**config.mk**
```make
export PLATFORM = sky130hd
export DESIGN_NAME = tcp_timer_pair
export DESIGN_NICKNAME = d
export VERILOG_FILES = /design/src/logic/tcp_timer_pair.v
export VERILOG_INCLUDE_DIRS = /design/src /design/src/logic
export SDC_FILE = /design/constraint.sdc
export NUM_CORES = 1
export LEC_CHECK = 0
export BUFFER_PORTS_ARGS = -buffer_cell sky130_fd_sc_hd__buf_2
export CORE_AREA = 2 2 135 137
export CTS_CLUSTER_DIAMETER = 150
export DETAILED_ROUTE_END_ITERATION = 16
export DIE_AREA = 0 0 137 139
export GPL_TIMING_DRIVEN = 0
export PLACE_DENSITY = 0.67
export SLEW_MARGIN = 5
export SYNTH_ARGS = -nofsm -noshare
export SYNTH_HDL_FRONTEND = slang
export SYNTH_SLANG_ARGS = --single-unit
```
**constraint.sdc**
```tcl
create_clock -name CLOCK_I -period 2 [get_ports CLOCK_I]
set_input_delay 0.3 -clock CLOCK_I [delete_from_list [all_inputs] [get_ports CLOCK_I]]
set_output_delay 0.3 -clock CLOCK_I [all_outputs]
set_load 0.05 [all_outputs]
```
**src/logic/tcp_consts.vh**
```
`ifndef TCP_CONSTS_VH
`define TCP_CONSTS_VH

// ----------------------------------------
// Register addresses
// ----------------------------------------
`define TCP_ADDR_RUN_FLAG   8'h88
`define TCP_ADDR_MODE       8'h89
`define TCP_ADDR_LOW_ZERO   8'h8a
`define TCP_ADDR_LOW_ONE    8'h8b
`define TCP_ADDR_HIGH_ZERO  8'h8c
`define TCP_ADDR_HIGH_ONE   8'h8d
`define TCP_ADDR_AUX        8'h8e
`define TCP_ADDR_WAKE_CLK   8'h8f
`define TCP_ADDR_BAUD_RELOAD 8'h9c

// ----------------------------------------
// Reset values
// ----------------------------------------
`define TCP_RST_BYTE        8'h00
`define TCP_RST_PRE         4'h0

// ----------------------------------------
// Run/flag register fields
// ----------------------------------------
`define TCP_RF_OVF1         7
`define TCP_RF_RUN1         6
`define TCP_RF_OVF0         5
`define TCP_RF_RUN0         4

// ----------------------------------------
// Mode register fields
// ----------------------------------------
`define TCP_MD_GATE1        7
`define TCP_MD_SRC1         6
`define TCP_MD_MODE1        5:4
`define TCP_MD_GATE0        3
`define TCP_MD_SRC0         2
`define TCP_MD_MODE0        1:0

// Mode encodings
`define TCP_MODE_13BIT      2'h0
`define TCP_MODE_16BIT      2'h1
`define TCP_MODE_RELOAD     2'h2
`define TCP_MODE_SPLIT      2'h3

// ----------------------------------------
// Auxiliary register fields
// ----------------------------------------
`define TCP_AX_PRESCALE0    7
`define TCP_AX_PRESCALE1    6
`define TCP_AX_SHIFT_RATE   5
`define TCP_AX_BAUD_RUN     4
`define TCP_AX_SER2_DOUBLE  3
`define TCP_AX_BAUD_RATE    2
`define TCP_AX_RAM_DISABLE  1
`define TCP_AX_BAUD_SRC     0

// ----------------------------------------
// Wake and clock-out register fields
// ----------------------------------------
`define TCP_WK_CAPTURE      7
`define TCP_WK_RECEIVE      6
`define TCP_WK_PIN1         5
`define TCP_WK_PIN0         4
`define TCP_WK_LOW_VOLT     3
`define TCP_WK_BAUD_CLK     2
`define TCP_WK_T1_CLK       1
`define TCP_WK_T0_CLK       0

// ----------------------------------------
// Synchronised pin vector positions
// ----------------------------------------
`define TCP_PIN_IRQ0        0
`define TCP_PIN_IRQ1        1
`define TCP_PIN_CNT0        2
`define TCP_PIN_CNT1        3
`define TCP_PIN_CAPTURE     4
`define TCP_PIN_RECEIVE     5
`define TCP_PIN_COMPARE     6
`define TCP_PIN_COUNT       7

// Interrupt-configured input positions
`define TCP_CFG_T0          0
`define TCP_CFG_T1          1
`define TCP_CFG_SERIAL      2
`define TCP_CFG_CAPTURE     3
`define TCP_CFG_LOW_VOLT    4

// ----------------------------------------
// Timing and limits
// ----------------------------------------
`define TCP_PRE_LAST        4'hb
`define TCP_PRE_STEP        4'h1
`define TCP_BYTE_ONE        8'h01
`define TCP_BYTE_MAX        8'hff
`define TCP_STEP13          14'h0001
`define TCP_STEP16          17'h0_0001
`define TCP_STEP8           9'h001
`define TCP_AUX_RAM_TOP     16'h03ff

`endif

```
**src/logic/tcp_timer_pair.v**
```verilog
// Functional notes
// - Timer 1 gate set: counts only with run bit and irq pin 1 high.
// - Timer 0 gate set: counts only with run bit and irq pin 0 high.
// - Timer 1 source bit: 0 prescaled clock, 1 count pin 1 falls.
// - Timer 0 source bit: 0 prescaled clock, 1 count pin 0 falls.
// - Timer 1 modes: 13-bit, 16-bit, 8-bit reload, stopped.
// - Timer 0 modes: 13-bit, 16-bit, 8-bit reload.
// - Timer 0 split mode: low byte own controls, high byte timer 1 run.
// - Timer 0 prescale bit: 0 divides by 12, 1 undivided.
// - Timer 1 prescale bit: 0 divides by 12, 1 undivided.
// - Shift rate bit: serial mode-0 tick every 12 or every 2 clocks.
// - Baud timer runs on its run bit, every 12 clocks or every clock.
// - Second serial port rate doubles when its bit is set.
// - Aux RAM selected for 0x0000-0x03FF unless disable bit set.
// - Serial 1 baud source: timer 1 overflow or baud timer.
// - Capture-array wake enable lets capture pin activity wake.
// - Receive-pin wake enable lets receive pin activity wake.
// - Count pin wake enables let count pin activity wake.
// - Low-voltage wake enable lets comparator pin wake.
// - Timer clock-out bit drives count pin, toggling each overflow.
// - Baud clock-out bit drives baud pin, toggling each overflow.
// - Mode 0 counts high byte and low five bits; top three held.
// - Wrap from all ones to zero sets the overflow flag.
// - Setting run bit leaves count registers untouched.
// - Count pin sampled each clock; high then low increments.
// - Overflow flag cleared by software or interrupt vectoring.
//
// Local design decision: the strobed register port.
`include "tcp_consts.vh"

module tcp_timer_pair (
    // Clock and reset
    input  wire        CLOCK_I,
    input  wire        SYS_RST_I,
    // Register port
    input  wire [7:0]  ADDR_I,
    input  wire [7:0]  WDATA_I,
    input  wire        WR_I,
    input  wire        RD_I,
    output reg  [7:0]  RDATA_O,
    // Interrupt vectoring and flags
    input  wire        T0_ACK_I,
    input  wire        T1_ACK_I,
    output reg         OVF0_O,
    output reg         OVF1_O,
    // Gate and count pins
    input  wire        EXT_IRQ_PIN0_I,
    input  wire        EXT_IRQ_PIN1_I,
    input  wire        COUNT_PIN0_I,
    output reg         COUNT_PIN0_O,
    output reg         COUNT_PIN0_OE_O,
    input  wire        COUNT_PIN1_I,
    output reg         COUNT_PIN1_O,
    output reg         COUNT_PIN1_OE_O,
    // Baud timer clock pin
    output reg         BAUD_CLK_O,
    output reg         BAUD_CLK_OE_O,
    // Serial port steering
    output reg         SER1_BAUD_TICK_O,
    output reg         SER_SHIFT_TICK_O,
    output reg         SER2_RATE_DOUBLE_O,
    // External data mapping
    input  wire        XDATA_REQ_I,
    input  wire [15:0] XDATA_ADDR_I,
    output reg         AUX_RAM_SEL_O,
    output reg         EXT_RAM_SEL_O,
    // Power-down wake
    input  wire        POWER_DOWN_I,
    input  wire [4:0]  IRQ_CFG_I,
    input  wire        CAPTURE_MODULE_PIN_I,
    input  wire        RECEIVE_PIN_I,
    input  wire        COMPARATOR_INPUT_PIN_I,
    output reg         WAKE_O
);

    // ----------------------------------------
    // Registers
    // ----------------------------------------
    reg [7:0] timer_run_flag_reg;
    reg [7:0] timer_mode_config;
    reg [7:0] auxiliary_config;
    reg [7:0] wake_and_clock_out_ctl;
    reg [7:0] count_low_zero;
    reg [7:0] count_high_zero;
    reg [7:0] count_low_one;
    reg [7:0] count_high_one;
    reg [7:0] baud_reload;
    reg [7:0] baud_count;
    reg [3:0] pre_count;
    reg       half_tick;
    reg [`TCP_PIN_COUNT-1:0] pin_meta;
    reg [`TCP_PIN_COUNT-1:0] pin_sync;
    reg [`TCP_PIN_COUNT-1:0] pin_prev;

    // ----------------------------------------
    // One count step for a mode
    // ----------------------------------------
    // Returns {overflow, high byte, low byte}
    function [16:0] tcp_step;
        input [1:0] md;
        input [7:0] tl;
        input [7:0] th;
        reg   [13:0] s13;
        reg   [16:0] s16;
        reg   [8:0]  s8;
        begin
            s13 = {1'b0, th, tl[4:0]} + `TCP_STEP13;
            s16 = {1'b0, th, tl} + `TCP_STEP16;
            s8  = {1'b0, tl} + `TCP_STEP8;
            // Mode 0: top three low bits held, bit 4 carries to high
            case (md)
                `TCP_MODE_13BIT:  tcp_step = {s13[13], s13[12:5], tl[7:5],
                                              s13[4:0]};
                `TCP_MODE_16BIT:  tcp_step = s16;
                `TCP_MODE_RELOAD: tcp_step = {s8[8], th, s8[8] ? th : s8[7:0]};
                default:          tcp_step = {s8[8], th, s8[7:0]};
            endcase
        end
    endfunction

    // ----------------------------------------
    // Decoded controls
    // ----------------------------------------
    wire [1:0] mode0 = timer_mode_config[`TCP_MD_MODE0];
    wire [1:0] mode1 = timer_mode_config[`TCP_MD_MODE1];
    wire       run0  = timer_run_flag_reg[`TCP_RF_RUN0];
    wire       run1  = timer_run_flag_reg[`TCP_RF_RUN1];
    wire       split = (mode0 == `TCP_MODE_SPLIT);
    wire       wr_rf = WR_I && (ADDR_I == `TCP_ADDR_RUN_FLAG);

    // ----------------------------------------
    // Pin synchronisers
    // ----------------------------------------
    // Two flops before use; third stage only for edge finding
    always @(posedge CLOCK_I) begin
        if (SYS_RST_I) begin
            pin_meta <= {`TCP_PIN_COUNT{1'b0}};
            pin_sync <= {`TCP_PIN_COUNT{1'b0}};
            pin_prev <= {`TCP_PIN_COUNT{1'b0}};
        end else begin
            pin_meta <= {COMPARATOR_INPUT_PIN_I, RECEIVE_PIN_I,
                         CAPTURE_MODULE_PIN_I, COUNT_PIN1_I, COUNT_PIN0_I,
                         EXT_IRQ_PIN1_I, EXT_IRQ_PIN0_I};
            pin_sync <= pin_meta;
            pin_prev <= pin_sync;
        end
    end
    wire [`TCP_PIN_COUNT-1:0] pin_act  = pin_sync ^ pin_prev;
    wire                      fall0    = pin_prev[`TCP_PIN_CNT0] &
                                         ~pin_sync[`TCP_PIN_CNT0];
    wire                      fall1    = pin_prev[`TCP_PIN_CNT1] &
                                         ~pin_sync[`TCP_PIN_CNT1];

    // ----------------------------------------
    // Shared divide-by-12 prescaler
    // ----------------------------------------
    // One free counter serves every x12 user, so ticks stay aligned
    always @(posedge CLOCK_I) begin
        if (SYS_RST_I) begin
            pre_count <= `TCP_RST_PRE;
            half_tick <= 1'b0;
        end else begin
            pre_count <= (pre_count == `TCP_PRE_LAST) ? `TCP_RST_PRE :
                         pre_count + `TCP_PRE_STEP;
            half_tick <= ~half_tick;
        end
    end
    wire tick12 = (pre_count == `TCP_PRE_LAST);
    wire clk0   = auxiliary_config[`TCP_AX_PRESCALE0] | tick12;
    wire clk1   = auxiliary_config[`TCP_AX_PRESCALE1] | tick12;

    // ----------------------------------------
    // Count enables
    // ----------------------------------------
    wire gate_ok0 = ~timer_mode_config[`TCP_MD_GATE0] |
                    pin_sync[`TCP_PIN_IRQ0];
    wire gate_ok1 = ~timer_mode_config[`TCP_MD_GATE1] |
                    pin_sync[`TCP_PIN_IRQ1];
    wire src0     = timer_mode_config[`TCP_MD_SRC0] ? fall0 : clk0;
    wire src1     = timer_mode_config[`TCP_MD_SRC1] ? fall1 : clk1;
    wire inc0     = run0 & gate_ok0 & src0;
    wire inc1     = run1 & gate_ok1 & src1 &
                    (mode1 != `TCP_MODE_SPLIT);
    // High byte of timer 0 in split mode: timer only, timer 1 run bit
    wire inc_hi0  = split & run1 & clk1;
    wire [16:0] step0 = tcp_step(mode0, count_low_zero, count_high_zero);
    wire [16:0] step1 = tcp_step(mode1, count_low_one, count_high_one);
    wire ovf0    = inc0 & step0[16];
    wire ovf1    = inc1 & step1[16];
    wire ovf_hi0 = inc_hi0 & (count_high_zero == `TCP_BYTE_MAX);
    // In split mode the high byte of timer 0 owns the timer 1 flag
    wire set_f1  = split ? ovf_hi0 : ovf1;

    // ----------------------------------------
    // Timer 0 count registers
    // ----------------------------------------
    // A software write in the same cycle as a step wins
    always @(posedge CLOCK_I) begin
        if (SYS_RST_I) begin
            count_low_zero  <= `TCP_RST_BYTE;
            count_high_zero <= `TCP_RST_BYTE;
        end else begin
            if (inc0) begin
                count_low_zero <= step0[7:0];
                if (!split)
                    count_high_zero <= step0[15:8];
            end
            if (inc_hi0)
                count_high_zero <= count_high_zero + `TCP_BYTE_ONE;
            if (WR_I && ADDR_I == `TCP_ADDR_LOW_ZERO)
                count_low_zero <= WDATA_I;
            if (WR_I && ADDR_I == `TCP_ADDR_HIGH_ZERO)
                count_high_zero <= WDATA_I;
        end
    end

    // ----------------------------------------
    // Timer 1 count registers
    // ----------------------------------------
    always @(posedge CLOCK_I) begin
        if (SYS_RST_I) begin
            count_low_one  <= `TCP_RST_BYTE;
            count_high_one <= `TCP_RST_BYTE;
        end else begin
            if (inc1) begin
                count_low_one  <= step1[7:0];
                count_high_one <= step1[15:8];
            end
            if (WR_I && ADDR_I == `TCP_ADDR_LOW_ONE)
                count_low_one <= WDATA_I;
            if (WR_I && ADDR_I == `TCP_ADDR_HIGH_ONE)
                count_high_one <= WDATA_I;
        end
    end

    // ----------------------------------------
    // Run bits and overflow flags
    // ----------------------------------------
    // Hardware set beats software clear and vector clear
    always @(posedge CLOCK_I) begin
        if (SYS_RST_I) begin
            timer_run_flag_reg <= `TCP_RST_BYTE;
        end else begin
            if (wr_rf)
                timer_run_flag_reg <= WDATA_I; // Counts untouched
            timer_run_flag_reg[`TCP_RF_OVF0] <= ovf0 |
                (wr_rf ? WDATA_I[`TCP_RF_OVF0] :
                 timer_run_flag_reg[`TCP_RF_OVF0] & ~T0_ACK_I);
            timer_run_flag_reg[`TCP_RF_OVF1] <= set_f1 |
                (wr_rf ? WDATA_I[`TCP_RF_OVF1] :
                 timer_run_flag_reg[`TCP_RF_OVF1] & ~T1_ACK_I);
        end
    end

    // ----------------------------------------
    // Configuration registers
    // ----------------------------------------
    always @(posedge CLOCK_I) begin
        if (SYS_RST_I) begin
            timer_mode_config      <= `TCP_RST_BYTE;
            auxiliary_config       <= `TCP_RST_BYTE;
            wake_and_clock_out_ctl <= `TCP_RST_BYTE;
            baud_reload            <= `TCP_RST_BYTE;
        end else if (WR_I) begin
            case (ADDR_I)
                `TCP_ADDR_MODE:        timer_mode_config      <= WDATA_I;
                `TCP_ADDR_AUX:         auxiliary_config       <= WDATA_I;
                `TCP_ADDR_WAKE_CLK:    wake_and_clock_out_ctl <= WDATA_I;
                `TCP_ADDR_BAUD_RELOAD: baud_reload            <= WDATA_I;
                default: ;
            endcase
        end
    end

    // ----------------------------------------
    // Dedicated baud timer
    // ----------------------------------------
    wire baud_inc = auxiliary_config[`TCP_AX_BAUD_RUN] &
                    (auxiliary_config[`TCP_AX_BAUD_RATE] | tick12);
    wire baud_ovf = baud_inc & (baud_count == `TCP_BYTE_MAX);
    // Auto-reload keeps the rate set by the reload byte
    always @(posedge CLOCK_I) begin
        if (SYS_RST_I) begin
            baud_count <= `TCP_RST_BYTE;
        end else if (baud_ovf) begin
            baud_count <= baud_reload;
        end else if (baud_inc) begin
            baud_count <= baud_count + `TCP_BYTE_ONE;
        end
    end

    // ----------------------------------------
    // Clock-out pins
    // ----------------------------------------
    // Latch toggles on every overflow, giving half the overflow rate
    always @(posedge CLOCK_I) begin
        if (SYS_RST_I) begin
            COUNT_PIN0_O    <= 1'b0;
            COUNT_PIN0_OE_O <= 1'b0;
            COUNT_PIN1_O    <= 1'b0;
            COUNT_PIN1_OE_O <= 1'b0;
            BAUD_CLK_O      <= 1'b0;
            BAUD_CLK_OE_O   <= 1'b0;
        end else begin
            COUNT_PIN0_OE_O <= wake_and_clock_out_ctl[`TCP_WK_T0_CLK];
            COUNT_PIN1_OE_O <= wake_and_clock_out_ctl[`TCP_WK_T1_CLK];
            BAUD_CLK_OE_O   <= wake_and_clock_out_ctl[`TCP_WK_BAUD_CLK];
            if (ovf0)
                COUNT_PIN0_O <= ~COUNT_PIN0_O;
            if (ovf1)
                COUNT_PIN1_O <= ~COUNT_PIN1_O;
            if (baud_ovf)
                BAUD_CLK_O <= ~BAUD_CLK_O;
        end
    end

    // ----------------------------------------
    // Serial steering and RAM mapping
    // ----------------------------------------
    always @(posedge CLOCK_I) begin
        if (SYS_RST_I) begin
            SER1_BAUD_TICK_O   <= 1'b0;
            SER_SHIFT_TICK_O   <= 1'b0;
            SER2_RATE_DOUBLE_O <= 1'b0;
            AUX_RAM_SEL_O      <= 1'b0;
            EXT_RAM_SEL_O      <= 1'b0;
        end else begin
            SER1_BAUD_TICK_O <= auxiliary_config[`TCP_AX_BAUD_SRC] ?
                                baud_ovf : ovf1;
            SER_SHIFT_TICK_O <= auxiliary_config[`TCP_AX_SHIFT_RATE] ?
                                half_tick : tick12;
            SER2_RATE_DOUBLE_O <= auxiliary_config[`TCP_AX_SER2_DOUBLE];
            AUX_RAM_SEL_O <= XDATA_REQ_I &
                             ~auxiliary_config[`TCP_AX_RAM_DISABLE] &
                             (XDATA_ADDR_I <= `TCP_AUX_RAM_TOP);
            EXT_RAM_SEL_O <= XDATA_REQ_I &
                             (auxiliary_config[`TCP_AX_RAM_DISABLE] |
                              (XDATA_ADDR_I > `TCP_AUX_RAM_TOP));
        end
    end

    // ----------------------------------------
    // Power-down wake
    // ----------------------------------------
    wire wk_cap = wake_and_clock_out_ctl[`TCP_WK_CAPTURE] &
                  IRQ_CFG_I[`TCP_CFG_CAPTURE] &
                  pin_act[`TCP_PIN_CAPTURE];
    wire wk_rx  = wake_and_clock_out_ctl[`TCP_WK_RECEIVE] &
                  IRQ_CFG_I[`TCP_CFG_SERIAL] &
                  pin_act[`TCP_PIN_RECEIVE];
    wire wk_t0  = wake_and_clock_out_ctl[`TCP_WK_PIN0] &
                  IRQ_CFG_I[`TCP_CFG_T0] & pin_act[`TCP_PIN_CNT0];
    wire wk_t1  = wake_and_clock_out_ctl[`TCP_WK_PIN1] &
                  IRQ_CFG_I[`TCP_CFG_T1] & pin_act[`TCP_PIN_CNT1];
    wire wk_lv  = wake_and_clock_out_ctl[`TCP_WK_LOW_VOLT] &
                  IRQ_CFG_I[`TCP_CFG_LOW_VOLT] &
                  pin_act[`TCP_PIN_COMPARE];
    // Pulse only while powered down; activity otherwise is ignored
    always @(posedge CLOCK_I) begin
        if (SYS_RST_I) begin
            WAKE_O <= 1'b0;
        end else begin
            WAKE_O <= POWER_DOWN_I & (wk_cap | wk_rx | wk_t0 | wk_t1 | wk_lv);
        end
    end

    // ----------------------------------------
    // Flag outputs and read port
    // ----------------------------------------
    always @(posedge CLOCK_I) begin
        if (SYS_RST_I) begin
            OVF0_O  <= 1'b0;
            OVF1_O  <= 1'b0;
            RDATA_O <= `TCP_RST_BYTE;
        end else begin
            OVF0_O <= timer_run_flag_reg[`TCP_RF_OVF0];
            OVF1_O <= timer_run_flag_reg[`TCP_RF_OVF1];
            if (RD_I) begin
                case (ADDR_I)
                    `TCP_ADDR_RUN_FLAG:    RDATA_O <= timer_run_flag_reg;
                    `TCP_ADDR_MODE:        RDATA_O <= timer_mode_config;
                    `TCP_ADDR_LOW_ZERO:    RDATA_O <= count_low_zero;
                    `TCP_ADDR_LOW_ONE:     RDATA_O <= count_low_one;
                    `TCP_ADDR_HIGH_ZERO:   RDATA_O <= count_high_zero;
                    `TCP_ADDR_HIGH_ONE:    RDATA_O <= count_high_one;
                    `TCP_ADDR_AUX:         RDATA_O <= auxiliary_config;
                    `TCP_ADDR_WAKE_CLK:    RDATA_O <= wake_and_clock_out_ctl;
                    `TCP_ADDR_BAUD_RELOAD: RDATA_O <= baud_reload;
                    default:               RDATA_O <= `TCP_RST_BYTE;
                endcase
            end else begin
                RDATA_O <= `TCP_RST_BYTE; // Data stand one cycle only
            end
        end
    end

endmodule

```
==> impl_metrics.ini, run 1 <==
[cts]
cts_root_buffer = clkbuf_16
hold_buffers = 0
insertion_delay_ps = 430
max-clock-path-buffers = 2
cts_tree = yes
cts.htree.levels = 4
clkTransAtPathRegs_ps = 60
cts_buffers = 17
cts.sink_count = 126

[critical_path]
cp_cell_sequence = ha_4 > and3b_2 > buf_8 > o2111ai_4 > buf_4 > clkbuf_16 > a21oi_1 > mux2i_1 > o22ai_1
crit_arrival_ps = 2330
cpLargestDelayFamily = buffers and inverters
end_kind = flop
critPathKind = reg2reg
crit_required_ps = 2280
cp_num_buf_inv = 3
path_max_fanout = 6
cp-start-kind = flop
crit_slowest_cell = dfxtp_2
max_stage_delay_ps = 360

[final_layout]
layout.nets = 972
diodes = 0
post-route-util_pct = 49.80
final_cells = 1155
num-fill-cells = 1665
area_growth_pct = 27.76
final_common_cell = dfxtp_1
final_layout_size_suffix_gt1_share_pct = 25.59
mostFrequentLayoutCells = dfxtp_1, nand2_1, nor2_1

[floorplan]
die_w_um = 137
num_rows = 49
core_area_mm2 = 0.01766
pin_count = 74
start_util_pct = 38.98
die_area_mm2 = 0.01904
die_y_um = 139

[routing]
drcViolationCount = 0
routedWlPerCell_um = 21.10
num_vias = 7019
drtIter0Drc = 817
antenna_left = 0
firstDrtPassIters = 6
wl_mm = 24.37
drt-vias-per-instance = 6.077

[global_routing]
track_usage_pct = 25.40
grt-ovfl-total = 0
first_global_vias = 6433
grt_max_degree = 17
antenna_found_initial = 0
grt_pass1_wl_mm = 36.63

[synth]
ys_seq_area_share_pct = 36.65
synth_edf_count = 0
synth_ff_type = dfxtp_1
synthCells = 809
yosys.cell_types.count = 87
async_flop_share_pct = 0
synth_warnings = 0
syn_area_mm2 = 0.006883
synth_nets = 868
syn_area_per_cell_um2 = 8.508
ys_seq_elements = 126

[hold_path]
hold_path.class = in2reg

[job]
maxCapViolCount = 0

[sta]
relSlewSlack_pct = 40.84
fin_ws_ps = -44.02
slew_viol_final = 0
timing.fmax_mhz = 489.2
rsz0062_at_grt = true
setup_tns_ps = -173.3
finalCritPeriodShare_pct = 102.2
skew_ps = 7.347
setup_viol = 6
max_slew.worst_pin.slew_ps = 887.3
hold_viol = 0
fin_crit_ps = 2044

[place]
dp_worst_setup_slack_ps = -393.5
post-dp-hpwl_mm = 16.71
globalplace.congestion = 1.024
placed_cells = 1093
place.port_buffers = 55

[power_and_ir_drop]
p_per_area_mw_per_mm2 = 699.6
p_total_mw = 6.152
ir_drop_v = 0.0005896
leakage_nw = 2.989

[outcome]
violations = negative setup slack
status = finished with violations
==> worst paths after layout <==
kind / start / cells after the start / to / slack (ps)
max: pre_count[1] / 9 / count_low_one[6] / -40
min: EXT_IRQ_PIN0_I / 2 / pin_meta[0] / 80
max reg2reg: pre_count[1] / 9 / count_low_one[6] / -40
min reg2reg: half_tick / 1 / half_tick / 420
==> Yosys cell counts, types with 8 or more instances <==
| cell | instances | share of area (%) |
|---|---|---|
| a211oi_1 | 11 | 1.2 |
| a21oi_1 | 48 | 3.5 |
| a22oi_1 | 9 | 0.98 |
| a311oi_1 | 8 | 1.0 |
| a31oi_1 | 16 | 1.5 |
| and3_1 | 11 | 1.0 |
| buf_2 | 16 | 1.2 |
| clkbuf_1 | 32 | 1.7 |
| dfxtp_1 | 126 | 37 |
| inv_1 | 8 | 0.44 |
| mux2i_1 | 42 | 6.1 |
| nand2_1 | 90 | 4.9 |
| nand2b_1 | 14 | 1.3 |
| nand3_1 | 33 | 2.4 |
| nor2_1 | 74 | 4.0 |
| nor2b_1 | 27 | 2.5 |
| nor3_1 | 22 | 1.6 |
| o211ai_1 | 10 | 1.1 |
| o21ai_0 | 25 | 1.8 |
| o21ai_1 | 8 | 0.58 |
| o22ai_1 | 10 | 0.91 |
| xnor2_1 | 11 | 1.4 |
==> worst reg2reg max path: stages, from the launching register on <==
cell and delay, ps:
dfxtp_2 360, ha_4 140, and3b_2 210, buf_8 150, o2111ai_4 200, buf_4 220
clkbuf_16 150, a21oi_1 140, mux2i_1 230, o22ai_1 110
==> power by group <==
group | internal, mW | total [mW] | switching (mW)
Clock | 2.02 | 3.27 | 1.25
Sequential | 2.54 | 2.56 | 0.0219
Combinational | 0.0992 | 0.320 | 0.221
==> stage by stage <==
| step | cell area, um^2 | hold slack [ps] |
|---|---|---|
| 6_report | 8793 | 75.38 |
| 5_1_grt | 8793 | 84.62 |
| 4_1_cts | 8436 | 70.68 |
| 3_5_place_dp | 7452 | 409.1 |
| 3_3_place_gp | 7452 | 404.2 |
| 2_1_floorplan | 6890 | 392.3 |
==> per-layer routing <==
layer / global-route usage (%) / share of wire [%] / vias up
met5: 0 / 0 / -
met4: 10.91 / 3.6 / 0
met3: 5.300 / 9.4 / 70
met2: 38.54 / 45 / 401
met1: 34.70 / 42 / 3324
li1: - / - / 3224
==> repair_timing <==
item,4_1_cts,5_1_grt
gates cloned,1,1
pin swaps,11,19
endpoints found under the setup margin,40,44
setup buffers,18,10
gates resized for setup,52,67
==> cell type report <==
| cell class | count | area (um^2) | share of cell area (%) |
|---|---|---|---|
| plain buffers | 60 | 336.6 | 3.828 |
| clock buffers | 18 | 439.2 | 4.994 |
| clock inverters | 14 | 182.7 | 2.077 |
| inverters | 11 | 41.29 | 0.4696 |
| multi-input cells | 612 | 4408 | 50.13 |
| flip-flops and latches | 126 | 2546 | 28.96 |
| well taps | 229 | 286.5 | 3.258 |
| repair buffers | 85 | 553.0 | 6.289 |
==> cell families (layout without fill, tap and decap cells) <==
logic type	Yosys count	in the layout	share of synthesized area [%]
mux	49	49	7.580
fa+ha+maj	7	7	1.272
xor+xnor	14	14	1.782
simple gates	328	328	24.98
buf+inv	71	188	4.581
flops	126	126	36.65
compound gates	214	214	23.16
Note: power is estimated with default switching activity, not from simulation.
==> inputs of run 2 (changes only) <==
- BUFFER_PORTS_ARGS: -buffer_cell sky130_fd_sc_hd__buf_2 -> -buffer_cell sky130_fd_sc_hd__buf_4
==> impl_metrics.ini, run 2 (synthesis results as in run 1) <==
[final_layout]
stdcell_area_mm2 = 0.008625
num-fill-cells = 1666
final_common_cell = dfxtp_1
post-route-util_pct = 48.85
area_growth_pct = 25.30
mostFrequentLayoutCells = dfxtp_1, nand2_1, buf_4
layout.nets = 958
final_cells = 1141
final_layout_size_suffix_gt1_share_pct = 23.03
diodes = 0

[job]
maxCapViolCount = 0

[sta]
setup_viol = 4
slew_viol_final = 0
max_slew.worst_pin.slew_ps = 1120
setup_tns_ps = -243.1
timing.hold.ws_ps = 73.75
relSlewSlack_pct = 24.68
hold_viol = 0
rsz0062_at_grt = true
finalCritPeriodShare_pct = 105.4
fin_crit_ps = 2109
timing.fmax_mhz = 474.2
fin_ws_ps = -109.0
skew_ps = 15.17

[routing]
drtIter0Drc = 876
drcViolationCount = 0
antenna_left = 0
routedWlPerCell_um = 20.98
firstDrtPassIters = 5
drt-vias-per-instance = 6.059
wl_mm = 23.93
num_vias = 6913

[cts]
cts.sink_count = 126
clkTransAtPathRegs_ps = 60
cts.htree.levels = 4
cts_buffers = 17
insertion_delay_ps = 440
cts_root_buffer = clkbuf_16
hold_buffers = 0
max-clock-path-buffers = 2
cts_tree = yes

[floorplan]
start_util_pct = 38.98
pin_count = 74
die_area_mm2 = 0.01904
core_area_mm2 = 0.01766
die_w_um = 137
num_rows = 49
die_y_um = 139

[global_routing]
track_usage_pct = 24.86
grt-ovfl-total = 0
grt_pass1_wl_mm = 35.86
antenna_found_initial = 0
first_global_vias = 6135
grt_max_degree = 17

[place]
dp_worst_setup_slack_ps = -394.7
place.port_buffers = 55
dpl_cell_area_mm2 = 0.007590
post-dp-hpwl_mm = 16.64
placed_cells = 1093
globalplace.congestion = 1.018

[power_and_ir_drop]
ir_drop_v = 0.0005945
p_total_mw = 6.048
p_per_area_mw_per_mm2 = 701.2
leakage_nw = 2.886

[critical_path]
crit_arrival_ps = 2430
cp-start-kind = flop
crit_required_ps = 2320
reg2reg_depth = 7
critPathKind = reg2reg
path_max_fanout = 6
end_kind = flop

[hold_path]
hold_path_depth = 2
hold_path.class = in2reg

[outcome]
status = finished with violations
violations = negative setup slack
## run 2: changes by cell type in the layout (fill, tap and decap cells not counted), moves of 3 or more
cell      change
a211oi_2      -3
buf_2        -55
buf_6         -6
buf_4        +49
nor3_1        +3
a211oi_1      +3
nor3_2        -3
## run 2: final cells by class
type	count	area [um^2]	area share, %
buffer	59	315.3	3.656
clock buffer	18	439.2	5.092
clock inverter	14	160.2	1.857
inverter	11	41.29	0.4787
multi-input combinational	612	4293	49.78
sequential	126	2545	29.51
tap	229	286.5	3.322
timing repair buffer	72	544.3	6.311
## run 2: power breakdown
| group | leakage [nW] | switching (mW) | total, mW | internal (mW) |
|---|---|---|---|---|
| clock network | 0.291 | 1.27 | 3.16 | 1.89 |
| registers | 1.03 | 0.0218 | 2.56 | 2.54 |
| logic | 1.57 | 0.212 | 0.328 | 0.117 |
| total | 2.89 | 1.50 | 6.05 | 4.55 |
## run 2: worst max-delay path, stage by stage, from the launching register on
cell,delay [ps]
dfxtp_2,350
ha_4,130
and3b_2,200
buf_8,140
o2111ai_4,180
a211o_1,380
or3_4,350
a311oi_2,270
## run 2: final timing paths
| check | startpoint | end | slack, ps |
|---|---|---|---|
| hold reg to reg | half_tick | half_tick | 420 |
| setup reg to reg | pre_count[1] | count_high_one[7] | -110 |
| setup / recovery | pre_count[1] | count_high_one[7] | -110 |
| hold / removal | EXT_IRQ_PIN0_I | pin_meta[0] | 70 |
## run 2: what timing repair did
action / 4_1_cts / 5_1_grt
setup endpoints to repair: 40 / 42
cloned: 1 / 0
endpoints found under the hold margin: 0 / 0
resized for setup: 44 / 43
pin swaps: 12 / 6
buffers inserted: 12 / 4
## run 2: per-layer routing
layer / track usage, % / vias up / share of wire (%)
met1: 33.11 / 3258 / 41
met3: 6.250 / 58 / 10
met2: 37.65 / 411 / 45
li1: - / 3186 / -
met5: 0 / - / 0
met4: 11.23 / 0 / 3.4
